--- src/design/vsf_pkg.sv ---
// Package of constants and types for the velocity mode status flags
// Contract
// - Bit 15 high while load reaches the motor torque upper limit, else low.
// - Bit 12 one when internal command speed is zero, else zero.
// - Bit 11 high while any internal limit function is active.
// - Halt clear: bit 10 set once feedback speed reaches target velocity.
// - Halt set: bit 10 low while command speed nonzero, set at zero.
// - Halt clear: bit 10 mirrors velocity-attained output, configurable mode and range.
// - Bit 9 rises to one once initialization has completed.
// - Bit 7 zero without information condition, clears itself when cause removed.
`default_nettype none
package vsf_pkg;
  // ==========================================================
  // Widths
  localparam int unsigned ADDR_W = 8;
  localparam int unsigned DATA_W = 32;
  localparam int unsigned SPD_W  = 32;
  localparam int unsigned SYNC_W = 4;

  // ==========================================================
  // Register offsets
  localparam logic [ADDR_W-1:0] OFS_STATUS   = 8'h00;
  localparam logic [ADDR_W-1:0] OFS_CONTROL  = 8'h04;
  localparam logic [ADDR_W-1:0] OFS_TARGET   = 8'h08;
  localparam logic [ADDR_W-1:0] OFS_VA_MODE  = 8'h0C;
  localparam logic [ADDR_W-1:0] OFS_VA_RANGE = 8'h10;

  // ==========================================================
  // Field positions and reset values
  localparam int unsigned CTL_HALT_BIT = 8;
  localparam logic [15:0] CONTROL_RST  = 16'h0000;
  localparam logic [SPD_W-1:0] TARGET_RST   = 32'h0000_0000;
  localparam logic [SPD_W-1:0] VA_RANGE_RST = 32'h0000_000A;
  localparam logic [DATA_W-1:0] RD_ZERO     = 32'h0000_0000;
  localparam logic [SPD_W-1:0] SPD_ZERO     = 32'h0000_0000;

  // ==========================================================
  // Velocity attained judgment modes
  typedef enum logic [1:0] {
    VA_WINDOW = 2'b00,
    VA_ABOVE  = 2'b01
  } vsf_va_mode_t;

  // ==========================================================
  // Status word layout
  typedef struct packed {
    logic       torque_limit_reached_flag;
    logic [1:0] unused_hi;
    logic       cmd_speed_zero;
    logic       limit_active;
    logic       target_reached;
    logic       remote;
    logic       unused_b8;
    logic       warning;
    logic [6:0] unused_lo;
  } vsf_status_t;

  localparam vsf_status_t STATUS_RST = 16'h0000;
endpackage : vsf_pkg
`default_nettype wire

--- src/design/vsf_va_detect.sv ---
// Velocity attained judgment for the target reached flag
`default_nettype none
module vsf_va_detect #(
  parameter int unsigned SPD_W = vsf_pkg::SPD_W
) (
  input  wire logic signed [SPD_W-1:0] fb_speed_i,
  input  wire logic signed [SPD_W-1:0] target_i,
  input  wire logic        [SPD_W-1:0] range_i,
  input  wire vsf_pkg::vsf_va_mode_t   mode_i,
  output logic                         attained_o
);
  // ==========================================================
  // Magnitudes and difference
  logic [SPD_W:0] diff_abs;
  logic [SPD_W:0] fb_abs;
  logic [SPD_W:0] tgt_abs;
  logic signed [SPD_W:0] diff;

  always_comb begin
    diff     = $signed({fb_speed_i[SPD_W-1], fb_speed_i})
               - $signed({target_i[SPD_W-1], target_i});
    diff_abs = diff[SPD_W] ? (SPD_W+1)'(-diff) : diff;
    fb_abs   = fb_speed_i[SPD_W-1] ? (SPD_W+1)'(-$signed({1'b1, fb_speed_i}))
                                   : {1'b0, fb_speed_i};
    tgt_abs  = target_i[SPD_W-1] ? (SPD_W+1)'(-$signed({1'b1, target_i}))
                                 : {1'b0, target_i};
    case (mode_i)
      vsf_pkg::VA_ABOVE: attained_o = (fb_abs + {1'b0, range_i}) >= tgt_abs;
      default:           attained_o = diff_abs <= {1'b0, range_i};
    endcase
  end
endmodule : vsf_va_detect
`default_nettype wire

--- src/design/vsf_status_flags.sv ---
// Upper status flags of the drive status word in profile velocity mode
//
// The placing of the registers and the address-and-strobe port were left to the implementer.
`default_nettype none
module vsf_status_flags #(
  parameter int unsigned ADDR_W = vsf_pkg::ADDR_W,
  parameter int unsigned DATA_W = vsf_pkg::DATA_W,
  parameter int unsigned SPD_W  = vsf_pkg::SPD_W
) (
  input  wire logic                    clk_sys_i,
  input  wire logic                    rst_n_i,
  input  wire logic                    ce_i,
  // Register port
  input  wire logic [ADDR_W-1:0]       addr_i,
  input  wire logic [DATA_W-1:0]       wr_data_i,
  input  wire logic                    wr_i,
  input  wire logic                    rd_i,
  output logic      [DATA_W-1:0]       rd_data_o,
  // Drive internals
  input  wire logic                    torque_at_limit_i,
  input  wire logic signed [SPD_W-1:0] cmd_speed_i,
  input  wire logic signed [SPD_W-1:0] fb_speed_i,
  input  wire logic                    soft_limit_i,
  input  wire logic                    mech_limit_i,
  input  wire logic                    init_done_i,
  input  wire logic                    info_cond_i,
  // Pins
  input  wire logic                    forward_travel_sensor_i,
  input  wire logic                    reverse_travel_sensor_i,
  input  wire logic                    forward_motion_inhibit_i,
  input  wire logic                    reverse_motion_inhibit_i,
  // Outputs
  output logic [15:0]                  drive_status_word_o,
  output logic                         velocity_attained_output_o,
  output logic                         halt_o
);
  // ==========================================================
  // Reset release
  logic rst_meta_r;
  logic rst_sync_r;

  always_ff @(posedge clk_sys_i or negedge rst_n_i) begin
    if (!rst_n_i) begin
      rst_meta_r <= 1'b0;
      rst_sync_r <= 1'b0;
    end else begin
      rst_meta_r <= 1'b1;
      rst_sync_r <= rst_meta_r;
    end
  end

  // ==========================================================
  // Pin synchronisers
  logic [vsf_pkg::SYNC_W-1:0] pin_raw;
  logic [vsf_pkg::SYNC_W-1:0] sync1_r;
  logic [vsf_pkg::SYNC_W-1:0] sync2_r;
  logic [vsf_pkg::SYNC_W-1:0] sync1_nxt;
  logic [vsf_pkg::SYNC_W-1:0] sync2_nxt;

  assign pin_raw = {reverse_motion_inhibit_i, forward_motion_inhibit_i,
                    reverse_travel_sensor_i, forward_travel_sensor_i};

  always_comb begin
    sync1_nxt = sync1_r;
    sync2_nxt = sync2_r;
    if (ce_i) begin
      sync1_nxt = pin_raw;
      sync2_nxt = sync1_r;
    end
  end

  always_ff @(posedge clk_sys_i or negedge rst_sync_r) begin
    if (!rst_sync_r) begin
      sync1_r <= '0;
      sync2_r <= '0;
    end else begin
      sync1_r <= sync1_nxt;
      sync2_r <= sync2_nxt;
    end
  end

  // ==========================================================
  // Configuration registers
  logic [15:0]           control_r;
  logic [15:0]           control_nxt;
  logic [SPD_W-1:0]      target_r;
  logic [SPD_W-1:0]      target_nxt;
  vsf_pkg::vsf_va_mode_t va_mode_r;
  vsf_pkg::vsf_va_mode_t va_mode_nxt;
  logic [SPD_W-1:0]      va_range_r;
  logic [SPD_W-1:0]      va_range_nxt;
  logic [DATA_W-1:0]     rd_data_r;
  logic [DATA_W-1:0]     rd_data_nxt;
  vsf_pkg::vsf_status_t  status_r;
  vsf_pkg::vsf_status_t  status_nxt;

  always_comb begin
    control_nxt  = control_r;
    target_nxt   = target_r;
    va_mode_nxt  = va_mode_r;
    va_range_nxt = va_range_r;
    rd_data_nxt  = vsf_pkg::RD_ZERO;
    if (ce_i) begin
      if (wr_i) begin
        if (addr_i == vsf_pkg::OFS_CONTROL) begin
          control_nxt = wr_data_i[15:0];
        end else if (addr_i == vsf_pkg::OFS_TARGET) begin
          target_nxt = wr_data_i[SPD_W-1:0];
        end else if (addr_i == vsf_pkg::OFS_VA_MODE) begin
          va_mode_nxt = vsf_pkg::vsf_va_mode_t'(wr_data_i[1:0]);
        end else if (addr_i == vsf_pkg::OFS_VA_RANGE) begin
          va_range_nxt = wr_data_i[SPD_W-1:0];
        end
        // Status word offset takes no write
      end
      if (rd_i) begin
        if (addr_i == vsf_pkg::OFS_STATUS) begin
          rd_data_nxt = {16'h0000, status_r};
        end else if (addr_i == vsf_pkg::OFS_CONTROL) begin
          rd_data_nxt = {16'h0000, control_r};
        end else if (addr_i == vsf_pkg::OFS_TARGET) begin
          rd_data_nxt = target_r;
        end else if (addr_i == vsf_pkg::OFS_VA_MODE) begin
          rd_data_nxt = {30'h0000_0000, va_mode_r};
        end else if (addr_i == vsf_pkg::OFS_VA_RANGE) begin
          rd_data_nxt = va_range_r;
        end
      end
    end else begin
      rd_data_nxt = rd_data_r;
    end
  end

  always_ff @(posedge clk_sys_i or negedge rst_sync_r) begin
    if (!rst_sync_r) begin
      control_r  <= vsf_pkg::CONTROL_RST;
      target_r   <= vsf_pkg::TARGET_RST;
      va_mode_r  <= vsf_pkg::VA_WINDOW;
      va_range_r <= vsf_pkg::VA_RANGE_RST;
      rd_data_r  <= vsf_pkg::RD_ZERO;
    end else begin
      control_r  <= control_nxt;
      target_r   <= target_nxt;
      va_mode_r  <= va_mode_nxt;
      va_range_r <= va_range_nxt;
      rd_data_r  <= rd_data_nxt;
    end
  end

  // ==========================================================
  // Velocity attained judgment
  logic va_now;
  logic va_r;
  logic va_nxt;

  vsf_va_detect #(
    .SPD_W (SPD_W)
  ) u_va (
    .fb_speed_i (fb_speed_i),
    .target_i   (target_r),
    .range_i    (va_range_r),
    .mode_i     (va_mode_r),
    .attained_o (va_now)
  );

  // ==========================================================
  // Status flags
  logic halt;
  logic cmd_zero;

  always_comb begin
    halt       = control_r[vsf_pkg::CTL_HALT_BIT];
    cmd_zero   = cmd_speed_i == vsf_pkg::SPD_ZERO;
    va_nxt     = va_r;
    status_nxt = status_r;
    if (ce_i) begin
      va_nxt                               = va_now;
      status_nxt                           = vsf_pkg::STATUS_RST;
      status_nxt.torque_limit_reached_flag = torque_at_limit_i;
      status_nxt.cmd_speed_zero            = cmd_zero;
      status_nxt.limit_active              = (|sync2_r) | soft_limit_i
                                             | mech_limit_i;
      if (halt) begin
        status_nxt.target_reached = cmd_zero;
      end else begin
        status_nxt.target_reached = va_now;
      end
      status_nxt.remote                    = init_done_i;
      status_nxt.warning                   = info_cond_i;
    end
  end

  always_ff @(posedge clk_sys_i or negedge rst_sync_r) begin
    if (!rst_sync_r) begin
      status_r <= vsf_pkg::STATUS_RST;
      va_r     <= 1'b0;
    end else begin
      status_r <= status_nxt;
      va_r     <= va_nxt;
    end
  end

  // ==========================================================
  // Outputs
  assign drive_status_word_o        = status_r;
  assign velocity_attained_output_o = va_r;
  assign halt_o                     = control_r[vsf_pkg::CTL_HALT_BIT];
  assign rd_data_o                  = rd_data_r;
endmodule : vsf_status_flags
`default_nettype wire

--- config.mk ---
export PLATFORM = sky130hd
export DESIGN_NAME = vsf_status_flags
export DESIGN_NICKNAME = d
export VERILOG_FILES = /design/src/design/vsf_pkg.sv /design/src/design/vsf_va_detect.sv /design/src/design/vsf_status_flags.sv
export SDC_FILE = /design/constraint.sdc
export NUM_CORES = 1
export LEC_CHECK = 0
export ABC_CLOCK_PERIOD_IN_PS = 6450
export BUFFER_PORTS_ARGS = -buffer_cell sky130_fd_sc_hd__buf_4
export CORE_MARGIN = 2
export CORE_UTILIZATION = 44
export DETAILED_ROUTE_END_ITERATION = 10
export HOLD_SLACK_MARGIN = 0.03
export SYNTH_ARGS = -nofsm -noshare
export SYNTH_HDL_FRONTEND = slang
export SYNTH_SLANG_ARGS = --single-unit
--- constraint.sdc ---
create_clock -name clk_sys_i -period 6.45 [get_ports clk_sys_i]
set_clock_uncertainty 0.2 [all_clocks]
set_input_delay 1.29 -clock clk_sys_i [delete_from_list [all_inputs] [get_ports clk_sys_i]]
set_output_delay 1.29 -clock clk_sys_i [all_outputs]
set_load 0.02 [all_outputs]
======== Yosys cells after proc, flatten, opt, wreduce, memory -nomap -nowiden ========
Index checks and enable logic that the tools add are counted.
storage, ports and cells
  register bits ........................... 131
  latch bits .............................. 0
  RAM bits ................................ 0
  bits in read-only memories .............. 0
  bits of input ports ..................... 118
  output and inout bits ................... 50
  word-level logic and storage cells ...... 51
  memories ................................ 0
operators by class
  add/sub/neg operators ................... 5
  multiply operators ...................... 0
  div/mod/pow operators ................... 0
  order comparisons ....................... 2
  equality and inequality tests ........... 5
  shift-type cells ........................ 0
  mux-type cells .......................... 11
  bitwise gates (word level) .............. 5
  reductions and logical operators ........ 7
operators with widths
  kind                number
  $mux 32             6
  $mux 33             3
  $neg 33->33         3
  $add 33x32->33      1
  $ge 33x33->1        1
  $le 33x32->1        1
  $sub 32x32->33      1
  $logic_not 32->1    1
  $eq 8x4->1 const B  2
  $eq 8x3->1 const B  1
  $eq 8x5->1 const B  1
  $logic_not 8->1     1
  $reduce_and 6->1    1
  $reduce_and 5->1    1
  $reduce_and 4->1    1
  $reduce_or 4->1     1
  $not 1->1           3
  $reduce_and 3->1    1
  $eq 2x1->1 const B  1
  $mux 1              2
  $or 1x1->1          2

======== Longest topological paths before layout ========
Gate-level depths: netlist of the first run.
  depth after elaboration ................. 7
  mapped depth ............................ 28
  gate-level depth less buffers ........... 28

======== Cells and area by module ========
From an unflattened synthesis of the first run, not the netlist that was laid out.
second synthesis, totals
  cell total of the unflattened synthesis .. 1383
  area, all modules ....................... 12768.5 sq um
by module, submodules not included
  module            times used  cells each  area each (sq um)  sequential area each (sq um)
  vsf_va_detect     1           983         7008.0             0.0
  vsf_status_flags  1           400         5760.5             3280.6

======== Worst setup path before layout of the first run ========
OpenSTA, ideal clock, no wires.
  path kind ............................... input-to-reg
  from .................................... in fb_speed_i[11]
  to ...................................... reg status_r (netlist bit drive_status_word_o[10])
  library setup time ...................... 0.083 ns
  arrival ................................. 5.891 ns
  data required time ...................... 6.167 ns
  path slack .............................. 0.276 ns
  stages on the path ...................... 22
  buffers on the path ..................... 0
  cells stage by stage .................... or4_1 -> nor3_1 -> nand3_1 -> o21ai_0 -> xnor2_1 -> ha_1 -> or3_1 -> o221ai_1 -> o21ai_0 -> a221oi_1 -> nor3_1 -> o31ai_1 -> a2111oi_0 -> a311o_1 -> ha_1 -> nand3_1 -> nor3_1 -> a21oi_1 -> o31a_1 -> a41oi_1 -> o31ai_1 -> o21ai_0
between the ends
  word-level cells in the longest chain between the ends .. 6
  elaborated cells on any way between the ends .. 10
  those cells by class .................... add/sub: 4; order compare: 2; mux: 4
ends and longest elaborated chain
  element                                        line                                      RTL
  start: declaration                             vsf_status_flags.sv:22                    input wire logic signed [SPD_W-1:0] fb_speed_i,
  $neg 33->33 or $sub 32x32->33 (tied branches)  vsf_va_detect.sv:23, vsf_va_detect.sv:21
  $mux 33 or $neg 33->33 (tied branches)         vsf_va_detect.sv:23, vsf_va_detect.sv:22
  $add 33x32->33 or $mux 33 (tied branches)      vsf_va_detect.sv:28, vsf_va_detect.sv:22
  $ge 33x33->1 or $le 33x32->1 (tied branches)   vsf_va_detect.sv:28, vsf_va_detect.sv:29
  $mux 1 (*)                                     vsf_va_detect.sv:27                       case (mode_i)
  $mux 1 (*)                                     vsf_status_flags.sv:183                   if (halt) begin
  end signal: assignment                         vsf_status_flags.sv:195                   status_r <= vsf_pkg::STATUS_RST;
  end signal: assignment                         vsf_status_flags.sv:198                   status_r <= status_nxt;
  end: declaration                               vsf_status_flags.sv:94                    vsf_pkg::vsf_status_t status_r;
Every way passes the cells marked *; elsewhere a longest branch is shown, timed or not.
A chain may end at the register's enable or synchronous reset.

======== Worst setup path in the final report of the first run ========
  from .................................... in fb_speed_i[0]
  to ...................................... reg status_r (netlist bit drive_status_word_o[10])
Same word-level chain as after synthesis.

==> results of run 1 <==
layout by cell type (no fill, tap or decap), types with 7 or more instances in the layout:
cell type and count:
a22o_1 9, nor4_1 18, a31oi_1 12, a211oi_1 10
clkbuf_16 17, nor2_1 66, a21o_1 64, o31ai_1 19
ha_1 131, and3_1 9, nor2b_1 11, nand2b_1 14
or3_1 11, nor3_1 14, nand3_1 29, o21ai_0 59
conb_1 12, o21a_1 7, nand2_1 89, and2_1 12
mux2_2 92, nand4_1 29, o2bb2ai_1 27, buf_4 338
a22oi_1 17, dfrtp_1 128, xor2_1 19, a222oi_1 7
inv_1 101, o21bai_1 12, xnor2_1 119, o211ai_1 7
a21oi_1 75
flip-flops by register name, indices dropped and copies added (netlist names):
| name | count |
|---|---|
| sync2_r | 4 |
| sync1_r | 4 |
| target_r | 32 |
| rst_sync_r | 1 |
| va_mode_r | 2 |
| control_r | 16 |
| drive_status_word_o | 6 |
| rst_meta_r | 1 |
| va_range_r | 32 |
| velocity_attained_output_o | 1 |
| rd_data_o | 32 |
power by group:
group	switching, mW	leakage (nW)	internal [mW]
registers	0.0374	1.77	0.848
logic	0.453	5.39	0.417
clock network	0.375	0.312	0.692
worst reg2reg max path: stages, from the launching register on:
cell and delay, ns:
dfrtp_1 0.49, ha_1 0.27, fa_1 0.39, nand2b_4 0.16, buf_4 0.13, a21o_1 0.18, a211oi_4 0.26, nand4_1 0.20
or2_2 0.35, or3_1 0.34, or4_4 0.45, o21ai_1 0.16, xnor2_1 0.16, ha_1 0.29, a21o_1 0.17, a21oi_1 0.14
o21ai_0 0.11, a21o_1 0.19, a2111o_1 0.41, a31o_2 0.22, a41oi_2 0.17, o31ai_2 0.11, o21ai_1 0.13
cells by family after synthesis:
logic type | synth area share
mux | 0.0844
compound gates | 0.234
xor+xnor | 0.0966
fa+ha+maj | 0.135
other cells | 0.000600
buf+inv | 0.0489
simple gates | 0.137
flops | 0.262
layout make-up:
cell class / count / share of cell area
multi-input combinational: 1127 / 0.547
tap: 378 / 0.0292
inverter: 102 / 0.0237
sequential: 131 / 0.203
clock buffer: 18 / 0.0265
clock inverter: 14 / 0.0140
timing repair buffer: 338 / 0.157
repair_timing:
item,in CTS,in global routing
buffers inserted,0,1
hold buffers,0,0
pin swaps,0,11
gates resized for setup,1,38
setup endpoints to repair,2,2
stage by stage:
step / power, mW / hold slack (ns) / TNS [ns]
after CTS: 2.82 / 0.159 / 0
after floorplan: 1.42 / 0.131 / 0
final: 2.82 / 0.153 / 0
after global placement: 1.73 / 0.139 / -0.672
after global routing: 2.97 / 0.175 / -0.0212
after detailed placement: 1.74 / 0.146 / -0.906
layer usage:
| layer | share of wire | vias to the layer above | global-route usage |
|---|---|---|---|
| met4 | 0.018 | 0 | 0.0591 |
| met5 | 0 | - | 0 |
| li1 | - | 5796 | - |
| met1 | 0.49 | 5678 | 0.368 |
| met3 | 0.047 | 38 | 0.0334 |
| met2 | 0.44 | 305 | 0.412 |
worst paths after layout:
check | endpoint | cells past startpoint | slack (ns) | start
setup / recovery | drive_status_word_o[10] | 24 | 0.22 | fb_speed_i[0]
hold / removal | rst_sync_r | 0 | 0.15 | rst_meta_r
setup reg to reg | drive_status_word_o[10] | 22 | 0.69 | target_r[0]
hold reg to reg | rst_sync_r | 0 | 0.15 | rst_meta_r
max in group asynchronous | va_range_r[12] | 1 | 4.46 | rst_sync_r
min in group asynchronous | va_range_r[27] | 0 | 0.29 | rst_sync_r
==> flow_summary.ini, run 1 <==
[yosys]
syn_area_sq_um = 12500
ys_seq_elements = 131
synth.top_cell.area_share = 0.258
ys_seq_area_frac = 0.262
synth_commonest_cells = ha_1 (132), dfrtp_1 (129), xnor2_1 (119)
synth.distinct_cells = 84
synth_edf_count = 0
syn_inst = 1400
synth_area_leaders = dfrtp_1 (26%), ha_1 (13%), xnor2_1 (8.3%)
synth_area_leader_cell = dfrtp_1
synth_most_common_cell = ha_1
async_flop_share = 1.00
yosysWarningCount = 0
synth_area_per_cell_sq_um = 8.93
synth_flop_cell = dfrtp_1

[setup_path]
arrival_ns = 6.36
startpoint_type = input port
cp_cell_sequence = buf_4 > inv_1 > ha_1 > fa_1 > nand2b_4 > buf_4 > a21o_1 > a211oi_4 > nand4_1 > or2_2 > or3_1 > or4_4 > o21ai_1 > xnor2_1 > ha_1 > a21o_1 > a21oi_1 > o21ai_0 > a21o_1 > a2111o_1 > a31o_2 > a41oi_2 > o31ai_2 > o21ai_1
path_delay_family = compound AO/OA/AOI/OAI gates
cpPeakStageDelay_ns = 0.45
worstPathMaxFanout = 3
slowest_stage = or4_4
cp-end-kind = register
worstSetupPathType = in -> reg
critPathRequiredTime_ns = 6.58
cpMostUsedCell = a21o_1
crit_buf_inv = 3

[detailed_routing]
drtAntennaViolNets = 0
via_per_inst = 5.61
drt-total-wl_um = 38900
first_pass_iters = 5
vias = 11817
drt_iter0_markers = 728
avgRoutedWirePerCell_um = 18.5
drcViolationCount = 0

[die]
io_pins = 168
fp-row-count = 61
die_height_um = 173
core_sq_um = 27900
dieArea_sq_um = 29800
start_util = 0.449
dieWidth_um = 173

[placement]
place_congestion = 0.931
placed_area_sq_um = 15300
place_hpwl_um = 31500
post-place-cells = 2075
pre_cts_ws_ns = -0.483
io_buffers = 157

[clock_network]
h-tree-depth = 4
path_clk_slew_ns = 0.06
clkLatencyLatePin_ns = 0.41
clk_path_buf_depth = 2
clockRootBuffer = clkbuf_16
cts.sinks = 131
numCtsBuffers = 17
cts_tree = yes

[sta]
slew_headroom = 0.346
tightest_slew_ns = 0.981
finalCritPeriodShare = 0.966
period_needed_ns = 6.23
finalMaxSlewViolations = 0
fmax_ghz = 0.160
timing.final.ws_setup_ns = 0.218
setup_viol = 0
final-hold-violation-count = 0

[power]
powerDensity_nw_per_um2 = 174
power_leakage_nw = 7.48
vdd_ir_drop_max_v = 0.000193

[finish]
fin_cells = 2108
multi_input_area_sq_um = 8850
syn_to_final_growth_pct = 29.4
fill_cells = 2543
fin_nets = 1969
num_antenna_cells = 0
design_area_sq_um = 16200
ff_latch_area_sq_um = 3280
utilization = 0.581
layout-drive-gt1-share = 0.305

[status]
outcome = finished, final reports clean

[min_path]
hp-class = reg -> reg

[grt]
gr-total-overflow = 0
grt_max_degree = 77
first_global_vias = 11832
antenna_found_initial = 0
grt.total_usage = 0.257
grt_pass1_wl_um = 61700

[flow_run]
max_cap_violations = 0
(Power assumes the default switching activity.)
==> run 2: changes to the inputs <==
Settings changed: CORE_ASPECT_RATIO from default to 1.25.
==> flow_summary.ini, run 2 (synthesis results as in run 1) <==
[finish]
fin_nets = 1939
fill_cells = 2656
layout-drive-gt1-share = 0.284
syn_to_final_growth_pct = 26.3
fin_cells = 2055
num_antenna_cells = 0
final_common_cell = buf_4
final_cell_mix = buf_4 (308), ha_1 (132), dfrtp_1 (128), xnor2_1 (119), inv_1 (101)

[detailed_routing]
vias = 11673
drcViolationCount = 0
drtAntennaViolNets = 0
drt-total-wl_um = 39000
avgRoutedWirePerCell_um = 19.0
first_pass_iters = 5
via_per_inst = 5.68
drt_iter0_markers = 689

[die]
core_sq_um = 28200
start_util = 0.443
dieWidth_um = 155
die_height_um = 192
fp-row-count = 69
io_pins = 168
dieArea_sq_um = 29800

[sta]
period_needed_ns = 6.13
finalCritPeriodShare = 0.951
timing.hold.ws_ns = 0.148
fmax_ghz = 0.163
timing.final.ws_setup_ns = 0.315
finalMaxSlewViolations = 0
slew_headroom = 0.379
setup_viol = 0
finalSetupTns_ns = 0
tightest_slew_ns = 0.932
final-hold-violation-count = 0

[setup_path]
critPathRequiredTime_ns = 6.58
worstSetupPathType = in -> reg
slowest_stage = a2111o_1
arrival_ns = 6.27
startpoint_type = input port
worstPathMaxFanout = 9
path_delay_family = compound AO/OA/AOI/OAI gates
rrSetupSlack_ns = 0.81
crit_buf_inv = 4
cpPeakStageDelay_ns = 0.41
cp-end-kind = register

[power]
power_leakage_nw = 7.29
p_total_mw = 2.75
vdd_ir_drop_max_v = 0.000191
powerDensity_nw_per_um2 = 174

[clock_network]
cts.sinks = 131
numCtsBuffers = 17
clkLatencyLatePin_ns = 0.42
clk_path_buf_depth = 2
clockRootBuffer = clkbuf_16
h-tree-depth = 4
path_clk_slew_ns = 0.06
cts_tree = yes

[grt]
first_global_vias = 11550
antenna_found_initial = 0
gr-total-overflow = 0
grt_pass1_wl_um = 61300
grt.total_usage = 0.262
grt_max_degree = 72

[min_path]
hp-class = reg -> reg

[placement]
io_buffers = 157
pre_cts_ws_ns = -0.219
place_hpwl_um = 31700
post-place-cells = 2021
place_congestion = 0.923

[status]
outcome = finished, final reports clean

[flow_run]
max_cap_violations = 0
[run 2: final timing paths]
path,start,end,cells past startpoint
min in group asynchronous,rst_sync_r,rd_data_o[31],0
max in group asynchronous,rst_sync_r,rd_data_o[6],1
max reg2reg,target_r[0],drive_status_word_o[10],24
max,fb_speed_i[0],drive_status_word_o[10],26
min,rst_meta_r,rst_sync_r,0
min reg2reg,rst_meta_r,rst_sync_r,0
[run 2: cell type report]
cell class | instances | area, sq um | area share
inverter | 102 | 383 | 0.0242
clock inverter | 12 | 183 | 0.0116
multi-input combinational | 1127 | 8750 | 0.554
sequential | 131 | 3280 | 0.208
clock buffer | 20 | 437 | 0.0276
tap | 355 | 444 | 0.0281
timing repair buffer | 308 | 2310 | 0.146
[run 2: repair_timing]
item	CTS	global route
hold buffers	0	0
setup buffers	0	2
resized for setup	0	26
endpoints found under the hold margin	0	0
setup endpoints to repair	0	2
[run 2: stage by stage]
stage	utilization	cell area [sq um]
floorplan	-	12500
finish	0.560	15800
global placement	0.534	15100
CTS	0.556	15700
global route	0.560	15800
detailed placement	0.534	15100
[run 2: report_power, final]
group	total, mW	internal (mW)	leakage (nW)	switching, mW
Clock	1.02	0.649	0.291	0.366
Sequential	0.883	0.848	1.77	0.0355
Combinational	0.846	0.402	5.23	0.444
Total	2.75	1.90	7.29	0.846
[run 2: per-layer routing]
metal,part of all wire,global-route usage
met1,0.41,0.314
met3,0.026,0.0220
met5,0,0
met4,0.034,0.0951
met2,0.53,0.487
